<file path="src/verilog/frame_pkg.sv">
// Purpose: Shared constants and state types for the low-rate PHY frame path
// Assumes: 20 MHz core clock, byte-wide modem data
// Notes: Times are kept in ns; cycle counts are derived from them

package frame_pkg;

  // ---------------------------------------------------------------------
  // Timing
  // ---------------------------------------------------------------------
  localparam int CLK_PERIOD_NS = 50;
  localparam int LQI_TIME_NS = 64000;
  localparam int CCA_TIME_NS = 128000;
  localparam int LQI_CYCLES = (LQI_TIME_NS + CLK_PERIOD_NS - 1) / CLK_PERIOD_NS;
  localparam int CCA_CYCLES = (CCA_TIME_NS + CLK_PERIOD_NS - 1) / CLK_PERIOD_NS;
  localparam int WIN_W = 12;
  localparam int LQI_ACC_W = 19;
  localparam int CCA_ACC_W = 20;
  localparam int LEVEL_W = 8;
  localparam logic [7:0] CCA_LEVEL = 8'h40;

  // ---------------------------------------------------------------------
  // Frame layout
  // ---------------------------------------------------------------------
  localparam int MAX_PAYLOAD = 125;
  localparam int FCS_N = 2;
  localparam int PRE_N = 4;
  localparam int IDX_W = 7;
  localparam logic [7:0] PRE_BYTE = 8'h00;
  localparam logic [7:0] SFD_BYTE = 8'ha7;
  localparam logic [15:0] CRC_POLY_REV = 16'h8408;
  localparam logic [15:0] CRC_INIT = 16'h0000;

  // ---------------------------------------------------------------------
  // Host command word
  // ---------------------------------------------------------------------
  localparam int SPI_W = 16;
  localparam int OP_MSB = 15;
  localparam int OP_LSB = 12;
  localparam int CFG_MODE_BIT = 4;
  localparam int CHAN_W = 4;
  localparam int RD_LAST_BIT = 7;
  localparam logic [3:0] OP_CFG = 4'h1;
  localparam logic [3:0] OP_TX_WR = 4'h2;
  localparam logic [3:0] OP_TX_LEN = 4'h3;
  localparam logic [3:0] OP_TX_GO = 4'h4;
  localparam logic [3:0] OP_RX_GO = 4'h5;
  localparam logic [3:0] OP_RX_RD = 4'h6;
  localparam logic [3:0] OP_STAT = 4'h7;
  localparam logic [3:0] OP_CCA = 4'h8;

  // ---------------------------------------------------------------------
  // Event flags
  // ---------------------------------------------------------------------
  localparam int FLAG_N = 5;
  localparam int F_RX_DONE = 0;
  localparam int F_TX_DONE = 1;
  localparam int F_RX_WORD = 2;
  localparam int F_TX_WORD = 3;
  localparam int F_CCA_DONE = 4;

  typedef enum logic [6:0] {
    TX_IDLE = 7'h01, TX_PRE = 7'h02, TX_SFD = 7'h04, TX_LEN = 7'h08,
    TX_PAY = 7'h10, TX_FCS = 7'h20, TX_DONE = 7'h40
  } tx_state_t;

  typedef enum logic [4:0] {
    RX_OFF = 5'h01, RX_HUNT = 5'h02, RX_SFD = 5'h04, RX_LEN = 5'h08, RX_PAY = 5'h10
  } rx_state_t;

endpackage

</file>
<file path="src/verilog/lowrate_phy_frame_path.sv">
// Purpose: Packet framer and deframer between a host serial port and a modem
// Assumes: Modem takes transmit bytes with valid/ready, gives receive bytes with valid only; energy_i is a live level
// Notes: Host commands are 16-bit words: opcode in the top nibble
// Function
// RQ1 - Host talks only over serial port and irq
// RQ2 - Packet mode buffers; stream mode moves single words
// RQ3 - Payload limited to 125 bytes
// RQ4 - Transmit preamble, delimiter, length before payload
// RQ5 - Append frame check after payload
// RQ6 - Parse header, store payload and check in RAM
// RQ7 - Receive check compared, pass or fail result
// RQ8 - Link quality over 64 us after preamble
// RQ9 - Packet mode: one interrupt per received packet
// RQ10 - Stream mode: interrupt per received word
// RQ11 - Channel assessment from integrated energy
// RQ12 - Sixteen channels, four-bit selector
// RQ13 - Host loads buffer, requests send, gets interrupt
// RQ14 - Check uses x16+x12+x5+1 polynomial

`timescale 1ns/10ps

module lowrate_phy_frame_path #(
  parameter int MAX_PAYLOAD = frame_pkg::MAX_PAYLOAD,
  parameter logic [7:0] CCA_LEVEL = frame_pkg::CCA_LEVEL
) (
  // Clock and reset
  input wire logic clk_i,
  input wire logic resetn_i,
  // Host serial port and interrupt
  input wire logic spi_sclk_i,
  input wire logic spi_csn_i,
  input wire logic spi_mosi_i,
  output logic spi_miso_o,
  output logic irq_o,
  // Modem transmit side
  output logic [7:0] tx_byte_o,
  output logic tx_valid_o,
  input wire logic tx_ready_i,
  // Modem receive side
  input wire logic [7:0] rx_byte_i,
  input wire logic rx_valid_i,
  input wire logic [7:0] energy_i,
  output logic [3:0] channel_o
);

  localparam int RX_DEPTH = MAX_PAYLOAD + frame_pkg::FCS_N;
  localparam int AW = frame_pkg::IDX_W;

  // ---------------------------------------------------------------------
  // Host command decode
  // ---------------------------------------------------------------------
  logic [15:0] cmd;
  logic cmd_done;
  logic [15:0] reply;
  logic stream;
  logic [frame_pkg::FLAG_N-1:0] flags;
  logic crc_ok;
  logic cca_busy;
  logic [7:0] lqi;
  logic [7:0] rx_last;
  logic [7:0] rx_ram [RX_DEPTH];

  spi_word_port u_port (
    .clk_i(clk_i),
    .resetn_i(resetn_i),
    .sclk_i(spi_sclk_i),
    .csn_i(spi_csn_i),
    .mosi_i(spi_mosi_i),
    .miso_o(spi_miso_o),
    .reply_i(reply),
    .word_o(cmd),
    .done_o(cmd_done)
  );

  // Opcode strobes, one cycle each
  wire [3:0] op = cmd[frame_pkg::OP_MSB:frame_pkg::OP_LSB];
  wire [AW-1:0] arg_idx = cmd[AW-1:0];
  wire cmd_cfg = cmd_done && op == frame_pkg::OP_CFG;
  wire cmd_tx_wr = cmd_done && op == frame_pkg::OP_TX_WR;
  wire cmd_tx_len = cmd_done && op == frame_pkg::OP_TX_LEN;
  wire cmd_tx_go = cmd_done && op == frame_pkg::OP_TX_GO;
  wire cmd_rx_go = cmd_done && op == frame_pkg::OP_RX_GO;
  wire cmd_rx_rd = cmd_done && op == frame_pkg::OP_RX_RD;
  wire cmd_stat = cmd_done && op == frame_pkg::OP_STAT;
  wire cmd_cca = cmd_done && op == frame_pkg::OP_CCA;

  // Reply built from state before this word's own effects
  wire rd_ok = arg_idx < AW'(RX_DEPTH);
  wire [7:0] rd_byte = cmd[frame_pkg::RD_LAST_BIT] ? rx_last :
                       (rd_ok ? rx_ram[arg_idx] : 8'h00);
  assign reply = (op == frame_pkg::OP_STAT) ? {1'b0, flags, cca_busy, crc_ok, lqi} :
                 (op == frame_pkg::OP_RX_RD) ? {8'h00, rd_byte} : 16'h0000; // RQ1

  // Mode and channel; channel changes take effect at once
  always_ff @(posedge clk_i) begin
    if (!resetn_i) begin
      stream <= 1'b0;
      channel_o <= 4'h0;
    end else if (cmd_cfg) begin
      stream <= cmd[frame_pkg::CFG_MODE_BIT]; // RQ2
      channel_o <= cmd[frame_pkg::CHAN_W-1:0]; // RQ12
    end
  end

  // ---------------------------------------------------------------------
  // Transmit path
  // ---------------------------------------------------------------------
  frame_pkg::tx_state_t tx_st;
  logic [AW-1:0] tx_len;
  logic [AW-1:0] tx_wptr;
  logic [AW-1:0] tx_cnt;
  logic [7:0] tx_ram [MAX_PAYLOAD];
  logic [7:0] strm_byte;
  logic strm_full;
  logic [15:0] tx_crc;
  logic [15:0] tx_crc_next;

  wire tx_idle = tx_st == frame_pkg::TX_IDLE;
  wire out_free = !tx_valid_o || tx_ready_i;
  wire pay_avail = stream ? strm_full : 1'b1;
  wire [7:0] pay_byte = stream ? strm_byte : tx_ram[tx_cnt];
  wire pay_take = tx_st == frame_pkg::TX_PAY && out_free && pay_avail;
  wire pay_last = tx_cnt == tx_len - 7'h01;
  wire [7:0] len_byte = 8'(tx_len) + 8'(frame_pkg::FCS_N);
  wire tx_fin = tx_st == frame_pkg::TX_DONE && out_free;
  wire len_big = arg_idx > AW'(MAX_PAYLOAD);

  crc16_step u_tx_crc (
    .crc_i(tx_crc),
    .data_i(pay_byte),
    .crc_o(tx_crc_next)
  );

  // Host side of the payload store; longer payloads are clamped
  always_ff @(posedge clk_i) begin
    if (!resetn_i) begin
      tx_len <= '0;
      tx_wptr <= '0;
    end else if (cmd_tx_len && tx_idle) begin
      tx_len <= len_big ? AW'(MAX_PAYLOAD) : arg_idx; // RQ3
      tx_wptr <= '0;
    end else if (cmd_tx_wr && !stream && tx_wptr < AW'(MAX_PAYLOAD)) begin
      tx_ram[tx_wptr] <= cmd[7:0]; // RQ13
      tx_wptr <= tx_wptr + 7'h01;
    end
  end

  // Single stream holding byte; a write while full is dropped
  always_ff @(posedge clk_i) begin
    if (!resetn_i) begin
      strm_full <= 1'b0;
      strm_byte <= 8'h00;
    end else if (cmd_tx_wr && stream && !strm_full) begin
      strm_full <= 1'b1;
      strm_byte <= cmd[7:0];
    end else if (pay_take && stream) begin
      strm_full <= 1'b0; // RQ2
    end
  end

  // Frame builder; output byte holds until the modem takes it
  always_ff @(posedge clk_i) begin
    if (!resetn_i) begin
      tx_st <= frame_pkg::TX_IDLE;
      tx_cnt <= '0;
      tx_crc <= frame_pkg::CRC_INIT;
      tx_valid_o <= 1'b0;
      tx_byte_o <= 8'h00;
    end else begin
      if (out_free) begin
        tx_valid_o <= 1'b0;
      end
      case (tx_st)
        frame_pkg::TX_IDLE: begin
          if (cmd_tx_go) begin
            tx_st <= frame_pkg::TX_PRE; // RQ13
            tx_cnt <= '0;
            tx_crc <= frame_pkg::CRC_INIT;
          end
        end
        frame_pkg::TX_PRE: begin
          if (out_free) begin
            tx_byte_o <= frame_pkg::PRE_BYTE; // RQ4
            tx_valid_o <= 1'b1;
            tx_cnt <= tx_cnt + 7'h01;
            if (tx_cnt == AW'(frame_pkg::PRE_N - 1)) begin
              tx_st <= frame_pkg::TX_SFD;
            end
          end
        end
        frame_pkg::TX_SFD: begin
          if (out_free) begin
            tx_byte_o <= frame_pkg::SFD_BYTE; // RQ4
            tx_valid_o <= 1'b1;
            tx_st <= frame_pkg::TX_LEN;
          end
        end
        frame_pkg::TX_LEN: begin
          if (out_free) begin
            tx_byte_o <= len_byte; // RQ4
            tx_valid_o <= 1'b1;
            tx_cnt <= '0;
            tx_st <= (tx_len == '0) ? frame_pkg::TX_FCS : frame_pkg::TX_PAY;
          end
        end
        frame_pkg::TX_PAY: begin
          if (pay_take) begin
            tx_byte_o <= pay_byte;
            tx_valid_o <= 1'b1;
            tx_crc <= tx_crc_next; // RQ14
            tx_cnt <= pay_last ? '0 : tx_cnt + 7'h01;
            if (pay_last) begin
              tx_st <= frame_pkg::TX_FCS;
            end
          end
        end
        frame_pkg::TX_FCS: begin
          if (out_free) begin
            tx_byte_o <= (tx_cnt == '0) ? tx_crc[7:0] : tx_crc[15:8]; // RQ5
            tx_valid_o <= 1'b1;
            tx_cnt <= tx_cnt + 7'h01;
            if (tx_cnt == AW'(frame_pkg::FCS_N - 1)) begin
              tx_st <= frame_pkg::TX_DONE;
            end
          end
        end
        frame_pkg::TX_DONE: begin
          if (out_free) begin
            tx_st <= frame_pkg::TX_IDLE;
          end
        end
        default: tx_st <= frame_pkg::TX_IDLE;
      endcase
    end
  end

  // ---------------------------------------------------------------------
  // Receive path
  // ---------------------------------------------------------------------
  frame_pkg::rx_state_t rx_st;
  logic [AW-1:0] rx_idx;
  logic [AW-1:0] rx_len;
  logic [15:0] rx_crc;
  logic [15:0] rx_crc_next;

  wire rx_in_pay = rx_st == frame_pkg::RX_PAY && rx_valid_i;
  wire rx_is_pre = rx_byte_i == frame_pkg::PRE_BYTE;
  wire pre_end = rx_st == frame_pkg::RX_HUNT && rx_valid_i && rx_is_pre &&
                 rx_idx == AW'(frame_pkg::PRE_N - 1);
  wire len_ok = rx_byte_i >= 8'(frame_pkg::FCS_N) && rx_byte_i <= 8'(RX_DEPTH);
  wire rx_fin = rx_in_pay && rx_idx == rx_len - 7'h01;

  crc16_step u_rx_crc (
    .crc_i(rx_crc),
    .data_i(rx_byte_i),
    .crc_o(rx_crc_next)
  );

  // Deframer; one packet per arm, bad length drops back to hunting
  always_ff @(posedge clk_i) begin
    if (!resetn_i) begin
      rx_st <= frame_pkg::RX_OFF;
      rx_idx <= '0;
      rx_len <= '0;
      rx_crc <= frame_pkg::CRC_INIT;
      rx_last <= 8'h00;
      crc_ok <= 1'b0;
    end else begin
      case (rx_st)
        frame_pkg::RX_OFF: begin
          if (cmd_rx_go) begin
            rx_st <= frame_pkg::RX_HUNT;
            rx_idx <= '0;
          end
        end
        frame_pkg::RX_HUNT: begin
          if (rx_valid_i) begin
            rx_idx <= rx_is_pre ? rx_idx + 7'h01 : '0;
            if (pre_end) begin
              rx_st <= frame_pkg::RX_SFD; // RQ6
            end
          end
        end
        frame_pkg::RX_SFD: begin
          if (rx_valid_i && rx_byte_i == frame_pkg::SFD_BYTE) begin
            rx_st <= frame_pkg::RX_LEN; // RQ6
          end else if (rx_valid_i && !rx_is_pre) begin
            rx_st <= frame_pkg::RX_HUNT;
            rx_idx <= '0;
          end
        end
        frame_pkg::RX_LEN: begin
          if (rx_valid_i) begin
            rx_st <= len_ok ? frame_pkg::RX_PAY : frame_pkg::RX_HUNT; // RQ3
            rx_len <= rx_byte_i[AW-1:0];
            rx_idx <= '0;
            rx_crc <= frame_pkg::CRC_INIT;
          end
        end
        frame_pkg::RX_PAY: begin
          if (rx_valid_i) begin
            rx_ram[rx_idx] <= rx_byte_i; // RQ6
            rx_last <= rx_byte_i;
            rx_crc <= rx_crc_next; // RQ14
            rx_idx <= rx_idx + 7'h01;
            if (rx_fin) begin
              crc_ok <= rx_crc_next == 16'h0000; // RQ7
              rx_st <= frame_pkg::RX_OFF;
            end
          end
        end
        default: rx_st <= frame_pkg::RX_OFF;
      endcase
    end
  end

  // ---------------------------------------------------------------------
  // Energy windows: link quality and channel assessment
  // ---------------------------------------------------------------------
  logic lqi_run;
  logic cca_run;
  logic [frame_pkg::WIN_W-1:0] lqi_cnt;
  logic [frame_pkg::WIN_W-1:0] cca_cnt;
  logic [frame_pkg::LQI_ACC_W-1:0] lqi_acc;
  logic [frame_pkg::CCA_ACC_W-1:0] cca_acc;

  // Sums are wide enough for a full window at peak energy
  wire [frame_pkg::LQI_ACC_W-1:0] lqi_sum = lqi_acc + frame_pkg::LQI_ACC_W'(energy_i);
  wire [frame_pkg::CCA_ACC_W-1:0] cca_sum = cca_acc + frame_pkg::CCA_ACC_W'(energy_i);
  wire lqi_end = lqi_run && lqi_cnt == frame_pkg::WIN_W'(frame_pkg::LQI_CYCLES - 1);
  wire cca_end = cca_run && cca_cnt == frame_pkg::WIN_W'(frame_pkg::CCA_CYCLES - 1);

  // Window counters start on the last preamble byte or the host request
  always_ff @(posedge clk_i) begin
    if (!resetn_i) begin
      lqi_run <= 1'b0;
      lqi_cnt <= '0;
      lqi_acc <= '0;
      lqi <= 8'h00;
    end else if (pre_end) begin
      lqi_run <= 1'b1; // RQ8
      lqi_cnt <= '0;
      lqi_acc <= '0;
    end else if (lqi_run) begin
      lqi_acc <= lqi_sum;
      lqi_cnt <= lqi_cnt + 12'h001;
      if (lqi_end) begin
        lqi_run <= 1'b0;
        lqi <= lqi_sum[frame_pkg::LQI_ACC_W-1 -: frame_pkg::LEVEL_W]; // RQ8
      end
    end
  end

  // A new request restarts a running assessment
  always_ff @(posedge clk_i) begin
    if (!resetn_i) begin
      cca_run <= 1'b0;
      cca_cnt <= '0;
      cca_acc <= '0;
      cca_busy <= 1'b0;
    end else if (cmd_cca) begin
      cca_run <= 1'b1;
      cca_cnt <= '0;
      cca_acc <= '0;
    end else if (cca_run) begin
      cca_acc <= cca_sum;
      cca_cnt <= cca_cnt + 12'h001;
      if (cca_end) begin
        cca_run <= 1'b0;
        cca_busy <= cca_sum[frame_pkg::CCA_ACC_W-1 -: frame_pkg::LEVEL_W] > CCA_LEVEL; // RQ11
      end
    end
  end

  // ---------------------------------------------------------------------
  // Event flags and interrupt
  // ---------------------------------------------------------------------
  logic [frame_pkg::FLAG_N-1:0] flag_set;

  // Per-word events only in stream mode; a set beats a same-cycle clear
  always_comb begin
    flag_set = '0;
    flag_set[frame_pkg::F_RX_DONE] = rx_fin; // RQ9
    flag_set[frame_pkg::F_TX_DONE] = tx_fin; // RQ13
    flag_set[frame_pkg::F_RX_WORD] = stream && rx_in_pay; // RQ10
    flag_set[frame_pkg::F_TX_WORD] = stream && pay_take;
    flag_set[frame_pkg::F_CCA_DONE] = cca_end;
  end

  always_ff @(posedge clk_i) begin
    if (!resetn_i) begin
      flags <= '0;
    end else begin
      flags <= (cmd_stat ? '0 : flags) | flag_set;
    end
  end

  assign irq_o = |flags; // RQ1

  // ---------------------------------------------------------------------
  // Checks
  // ---------------------------------------------------------------------
  AST_TX_SFD_HELD: assert property (@(posedge clk_i) disable iff (!resetn_i) // RQ4
    tx_st == frame_pkg::TX_LEN |-> tx_byte_o == frame_pkg::SFD_BYTE)
    else $error("delimiter not on output before length byte");

  AST_TX_LEN_BYTE: assert property (@(posedge clk_i) disable iff (!resetn_i) // RQ4
    tx_st == frame_pkg::TX_PAY && tx_cnt == '0 |-> tx_byte_o == len_byte)
    else $error("length byte is not payload plus check");

  AST_TX_FCS_LO: assert property (@(posedge clk_i) disable iff (!resetn_i) // RQ5
    tx_st == frame_pkg::TX_FCS && tx_cnt == '0 && out_free
    |=> tx_valid_o && tx_byte_o == $past(tx_crc[7:0]))
    else $error("first check byte wrong");

  AST_TX_DONE_IRQ: assert property (@(posedge clk_i) disable iff (!resetn_i) // RQ13
    tx_fin |=> flags[frame_pkg::F_TX_DONE] && irq_o && tx_st == frame_pkg::TX_IDLE)
    else $error("no interrupt after frame sent");

  AST_RX_LEN_LIMIT: assert property (@(posedge clk_i) disable iff (!resetn_i) // RQ3
    rx_st == frame_pkg::RX_PAY |-> rx_len <= AW'(RX_DEPTH) && rx_len >= AW'(frame_pkg::FCS_N))
    else $error("payload length out of range");

  AST_RX_CRC: assert property (@(posedge clk_i) disable iff (!resetn_i) // RQ7
    rx_fin |=> crc_ok == ($past(rx_crc_next) == 16'h0000) && flags[frame_pkg::F_RX_DONE])
    else $error("check result does not match residue");

  AST_RX_ONE_IRQ: assert property (@(posedge clk_i) disable iff (!resetn_i) // RQ9
    !stream && rx_in_pay && !rx_fin |=>
    flags[frame_pkg::F_RX_DONE] == $past(flags[frame_pkg::F_RX_DONE] && !cmd_stat) &&
    flags[frame_pkg::F_RX_WORD] == $past(flags[frame_pkg::F_RX_WORD] && !cmd_stat))
    else $error("packet mode raised a mid-packet event");

  AST_RX_WORD_IRQ: assert property (@(posedge clk_i) disable iff (!resetn_i) // RQ10
    stream && rx_in_pay |=> flags[frame_pkg::F_RX_WORD] && irq_o)
    else $error("stream word did not interrupt");

  AST_LQI_WINDOW: assert property (@(posedge clk_i) disable iff (!resetn_i) // RQ8
    $fell(lqi_run) && !$past(pre_end) |-> $past(lqi_cnt) == 12'(frame_pkg::LQI_CYCLES - 1))
    else $error("quality window length wrong");

  AST_CCA_WINDOW: assert property (@(posedge clk_i) disable iff (!resetn_i) // RQ11
    $fell(cca_run) && !$past(cmd_cca) |-> flags[frame_pkg::F_CCA_DONE] &&
    $past(cca_cnt) == 12'(frame_pkg::CCA_CYCLES - 1))
    else $error("assessment window length wrong");

endmodule

</file>
<file path="src/verilog/crc16_step.sv">
// Purpose: One byte step of the reflected 16-bit frame check
// Assumes: Bits enter least significant first
// Notes: Purely combinational; the caller holds the running value

`timescale 1ns/10ps

module crc16_step #(
  parameter logic [15:0] POLY = frame_pkg::CRC_POLY_REV
) (
  // Running value and new byte
  input wire logic [15:0] crc_i,
  input wire logic [7:0] data_i,
  // Updated value
  output logic [15:0] crc_o
);

  // Eight shifts, LSB first, so a good frame leaves a zero residue
  always_comb begin
    crc_o = crc_i;
    for (int b = 0; b < 8; b++) begin
      if (crc_o[0] ^ data_i[b]) begin
        crc_o = (crc_o >> 1) ^ POLY;
      end else begin
        crc_o = crc_o >> 1;
      end
    end
  end

endmodule

</file>
<file path="src/verilog/spi_word_port.sv">
// Purpose: Four-wire serial slave moving 16-bit words
// Assumes: Serial pins are synchronous to clk_i, clock idles low, MSB first
// Notes: Reply for a word is loaded when that word ends and shifts out next

`timescale 1ns/10ps

module spi_word_port (
  // Clock and reset
  input wire logic clk_i,
  input wire logic resetn_i,
  // Serial pins
  input wire logic sclk_i,
  input wire logic csn_i,
  input wire logic mosi_i,
  output logic miso_o,
  // Word side
  input wire logic [15:0] reply_i,
  output logic [15:0] word_o,
  output logic done_o
);

  logic sclk_q;
  logic [3:0] bit_cnt;
  logic [14:0] rx_sh;
  logic [15:0] tx_sh;

  // Edge detect on the sampled serial clock
  wire sel = !csn_i;
  wire rise = sel && sclk_i && !sclk_q;
  wire fall = sel && !sclk_i && sclk_q;

  // Word completes on the 16th rising edge; data taken straight from the pin
  assign done_o = rise && (bit_cnt == 4'hf);
  assign word_o = {rx_sh, mosi_i};
  assign miso_o = tx_sh[15];

  // Shift logic; no shift after the last bit so the fresh reply survives
  always_ff @(posedge clk_i) begin
    if (!resetn_i) begin
      sclk_q <= 1'b0;
      bit_cnt <= 4'h0;
      rx_sh <= 15'h0000;
      tx_sh <= 16'h0000;
    end else begin
      sclk_q <= sclk_i;
      if (!sel) begin
        bit_cnt <= 4'h0;
      end else if (rise) begin
        bit_cnt <= bit_cnt + 4'h1;
        rx_sh <= {rx_sh[13:0], mosi_i};
      end
      if (done_o) begin
        tx_sh <= reply_i;
      end else if (fall && bit_cnt != 4'h0) begin
        tx_sh <= {tx_sh[14:0], 1'b0};
      end
    end
  end

endmodule

</file>
<file path="config.mk">
export PLATFORM = sky130hd
export DESIGN_NAME = lowrate_phy_frame_path
export DESIGN_NICKNAME = d
export VERILOG_FILES = /design/src/verilog/frame_pkg.sv /design/src/verilog/lowrate_phy_frame_path.sv /design/src/verilog/crc16_step.sv /design/src/verilog/spi_word_port.sv
export SDC_FILE = /design/constraint.sdc
export NUM_CORES = 2
export LEC_CHECK = 0
export ABC_AREA = 1
export CORE_ASPECT_RATIO = 1.25
export CORE_MARGIN = 4
export CORE_UTILIZATION = 43
export CTS_CLUSTER_DIAMETER = 30
export DETAILED_ROUTE_END_ITERATION = 8
export DONT_BUFFER_PORTS = 1
export SLEW_MARGIN = 20
export SYNTH_ARGS = -nofsm -noshare
export SYNTH_HDL_FRONTEND = slang
export SYNTH_SLANG_ARGS = --single-unit
</file>
<file path="constraint.sdc">
create_clock -name clk_i -period 11 [get_ports clk_i]
set_input_delay 1.1 -clock clk_i [delete_from_list [all_inputs] [get_ports clk_i]]
set_output_delay 1.1 -clock clk_i [all_outputs]
set_load 0.01 [all_outputs]
</file>
==> impl_metrics.yaml <==
status:
  status: "completed"
setup_path:
  worstSetupPathType: "reg -> reg"
  cp_slowest_cell: "buf_4"
  crit_chain: "buf_4 -> buf_4 -> nand2_1 -> nand3_1 -> nand3_1 -> nand2_1 -> nand2_1 -> nand3_1 -> nand3_1 -> nand3_1 -> nand3_1 -> nand2_1 -> nand2_1 -> nand2_1 -> nand2_1 -> nand2_1 -> nand2_1 -> nand3_1 -> a21oi_1"
  cp_max_fo: 90
  worstPathRequired_ps: 11800
  endpoint_kind: "register"
  slowest_delay_ps: 850
  critPathTopFamily: "simple AND/OR/NAND/NOR gates"
  startpoint_type: "register"
  arrival_ps: 5890
  cpMostUsedCell: "nand2_1"
  cp.buffers_inverters: 2
timing:
  slew_violations: 0
  fin_ws_ps: 5910
  min_period_ps: 5090
  tightest_slew_ps: 1230
  fin_skew_ps: 54.9
  fin_setup_tns_ps: 0
  relSlewSlack_pct: 17.7
  setup_violations: 0
  rsz0062_at_grt: "false"
  fin_crit_sh_pct: 46.2
  max_freq_mhz: 197
  hold_viol_final: 0
finish:
  antenna_cells: 0
  drive_above_1_share_pct: 9.67
  layout.nets: 8390
  syn_to_final_growth_pct: 18.5
  n_fill_cell: 18495
synth:
  postSynth.asyncResetShare_pct: 0
  ys_types: 52
  synth_seq_cells: 2249
  ys_seq_area_share_pct: 70.4
  synth_top_area_share_pct: 65.4
  synth_cells: 8303
  yosysWarningCount: 0
  yosys.area.top_type: "edfxtp_1"
  synth.area.top_cells: "edfxtp_1 65%, nand2_1 6.5%, nor2_1 5.1%, dfxtp_1 5.0%, nand3_1 5.0%"
  syn-num-nets: 8358
  synth_edf_count: 2016
  netlist_area_um2: 92600
  synth_ff_type: "edfxtp_1"
  synth.avg_cell_area_um2: 11.2
placed_design:
  gp_congestion: 0.865
  post-dp-hpwl_um: 141000
  dp_slack_ps: 5600
  port_buffers: 0
drt:
  wl_met3_um: 16900
  dr_wl_met2_um: 126000
  route.top_layer_used: "met4"
  ant_nets: 0
  wirelength_um: 255000
  vias: 63778
  drt_pass1_iterations: 6
  drc: 0
  post_drt_wl_per_cell_um: 22.0
  wl_met1_um: 102000
  drtIter0Drc: 6584
  routed_via_density: 5.51
global_routing:
  grt_pass1_vias: 62567
  grt_start_max_net_pins: 635
  antenna_found_initial: 1
  grt-ovfl-total: 0
  grt_pass1_wl_um: 384000
  track_usage_pct: 22.2
clock_network:
  root_buffer: "clkbuf_16"
  numCtsBuffers: 444
  cts_hold_buf: 0
  clk_latency_ps: 970
  cts.sinks: 2249
  post_cts_buffers: 0
  clockBufferDepth: 4
  post_cts_resized: 0
  clkSlewWorstSetupHoldPaths_ps: 50
  htree_levels: 5
  cts_tree: "done"
die:
  coreArea_um2: 214000
  die_w_um: 423
  rows: 190
  start_util_pct: 43.2
  ios: 38
  die-area_um2: 223000
  die_h_um: 527
power:
  ir_drop_uv: 186
  p_leak_uw: 0.0380
  powerDensity_nw_per_um2: 224
hold_path:
  hp-class: "in -> reg"
run:
  maxCapViolations: 0
==> cell usage after synthesis, drive strengths merged (6+ instances only) <==
library cell and n:
nor4 22, xor2 54, nor2 1257, nand3 928
o21ai 710, o311ai 14, nor3b 7, nand2 1597
o2111ai 84, dfxtp 233, o211ai 33, edfxtp 2016
o22ai 83, a22oi 7, nor3 109, buf 164
nand4 13, a21oi 244, ha 30, nand3b 6
clkbuf 329, inv 279, a211oi 24, xnor2 26
==> kinds of logic after synthesis <==
group,synth area share (%)
adder cells (fa/ha/maj),0.449
flip-flops,70.4
AO/OA/AOI/OAI,7.35
AND/OR/NAND/NOR,17.7
multiplexers,0.0108
XOR/XNOR,0.757
buffers and inverters,3.32
==> worst paths after layout <==
path,slack (ps),cells past startpoint,start,endpoint
worst max-delay path,5910,19,register,tx_crc[8]
worst min-delay path,230,2,spi_sclk_i,u_port.sclk_q
worst max register to register,5910,19,register,tx_crc[8]
worst min register to register,460,2,strm_byte[3],strm_byte[3]
==> sequential cells by signal (all words and copies together), names as in the netlist, 5 cells and up, named ones only <==
name          count
rx_ram         1016
tx_ram         1000
cca_acc          20
lqi_acc          19
rx_crc           16
tx_crc           16
u_port.tx_sh     16
u_port.rx_sh     15
cca_cnt          12
lqi_cnt          12
lqi               8
rx_last           8
strm_byte         8
tx_byte_o         8
rx_idx            7
rx_len            7
tx_cnt            7
tx_len            7
tx_st             7
tx_wptr           7
flags             5
rx_st             5
==> layout by cell type (no fill, tap or decap), types with 5 or more instances in the layout <==
master      count
edfxtp_1     2016
nand2_1      1596
nor2_1       1251
nand3_1       924
o21ai_0       706
clkbuf_16     453
inv_1         261
a21oi_1       244
dfxtp_1       222
nor3_1        104
o2111ai_1      84
o22ai_1        83
buf_4          72
clkinv_2       69
clkinvlp_4     67
clkinv_1       60
xor2_1         54
bufinv_16      52
clkbuf_1       44
o211ai_1       33
ha_1           30
xnor2_1        26
inv_6          26
a211oi_1       24
clkinv_4       24
nor4_1         18
o311ai_0       14
inv_2          13
nand4_1        13
dfxtp_4        10
a22oi_1         7
clkbuf_8        7
nand3b_1        6
nor3b_1         6
inv_8           5
inv_4           5
or2_2           5
==> stage by stage <==
stage / cell area, um2 / utilization [%] / std cells / power [uW] / hold slack (ps)
floorplan: 92600 / - / 8303 / 10900 / 434
finish: 110000 / 51.2 / 11574 / 24600 / 230
CTS: 110000 / 51.2 / 11571 / 24600 / 166
global route: 110000 / 51.2 / 11574 / 25400 / 198
detailed placement: 94900 / 44.3 / 10766 / 11500 / 449
global placement: 94900 / 44.3 / 10766 / 11500 / 446
==> power breakdown <==
group / total (uW) / switching [uW] / internal (uW)
registers: 9430 / 74.5 / 9360
logic: 2010 / 1480 / 529
clock network: 13100 / 4390 / 8740
total: 24600 / 5940 / 18600
==> final cells by class <==
type	count	area, um2	share of cell area (%)
Sequential cell	2249	65200	59.5
Multi-Input combinational cell	5278	24300	22.2
Clock buffer	504	11600	10.6
Tap cell	2880	3600	3.28
Clock inverter	301	3130	2.86
Inverter	283	1090	0.995
Timing Repair Buffer	79	703	0.641
==> layer usage <==
| layer | vias to the layer above | track usage, % |
|---|---|---|
| met5 | - | 0 |
| met4 | 0 | 8.76 |
| met3 | 561 | 3.68 |
| met2 | 2460 | 37.7 |
| met1 | 31228 | 28.5 |
| li1 | 29529 | - |
(Power assumes the default switching activity.)
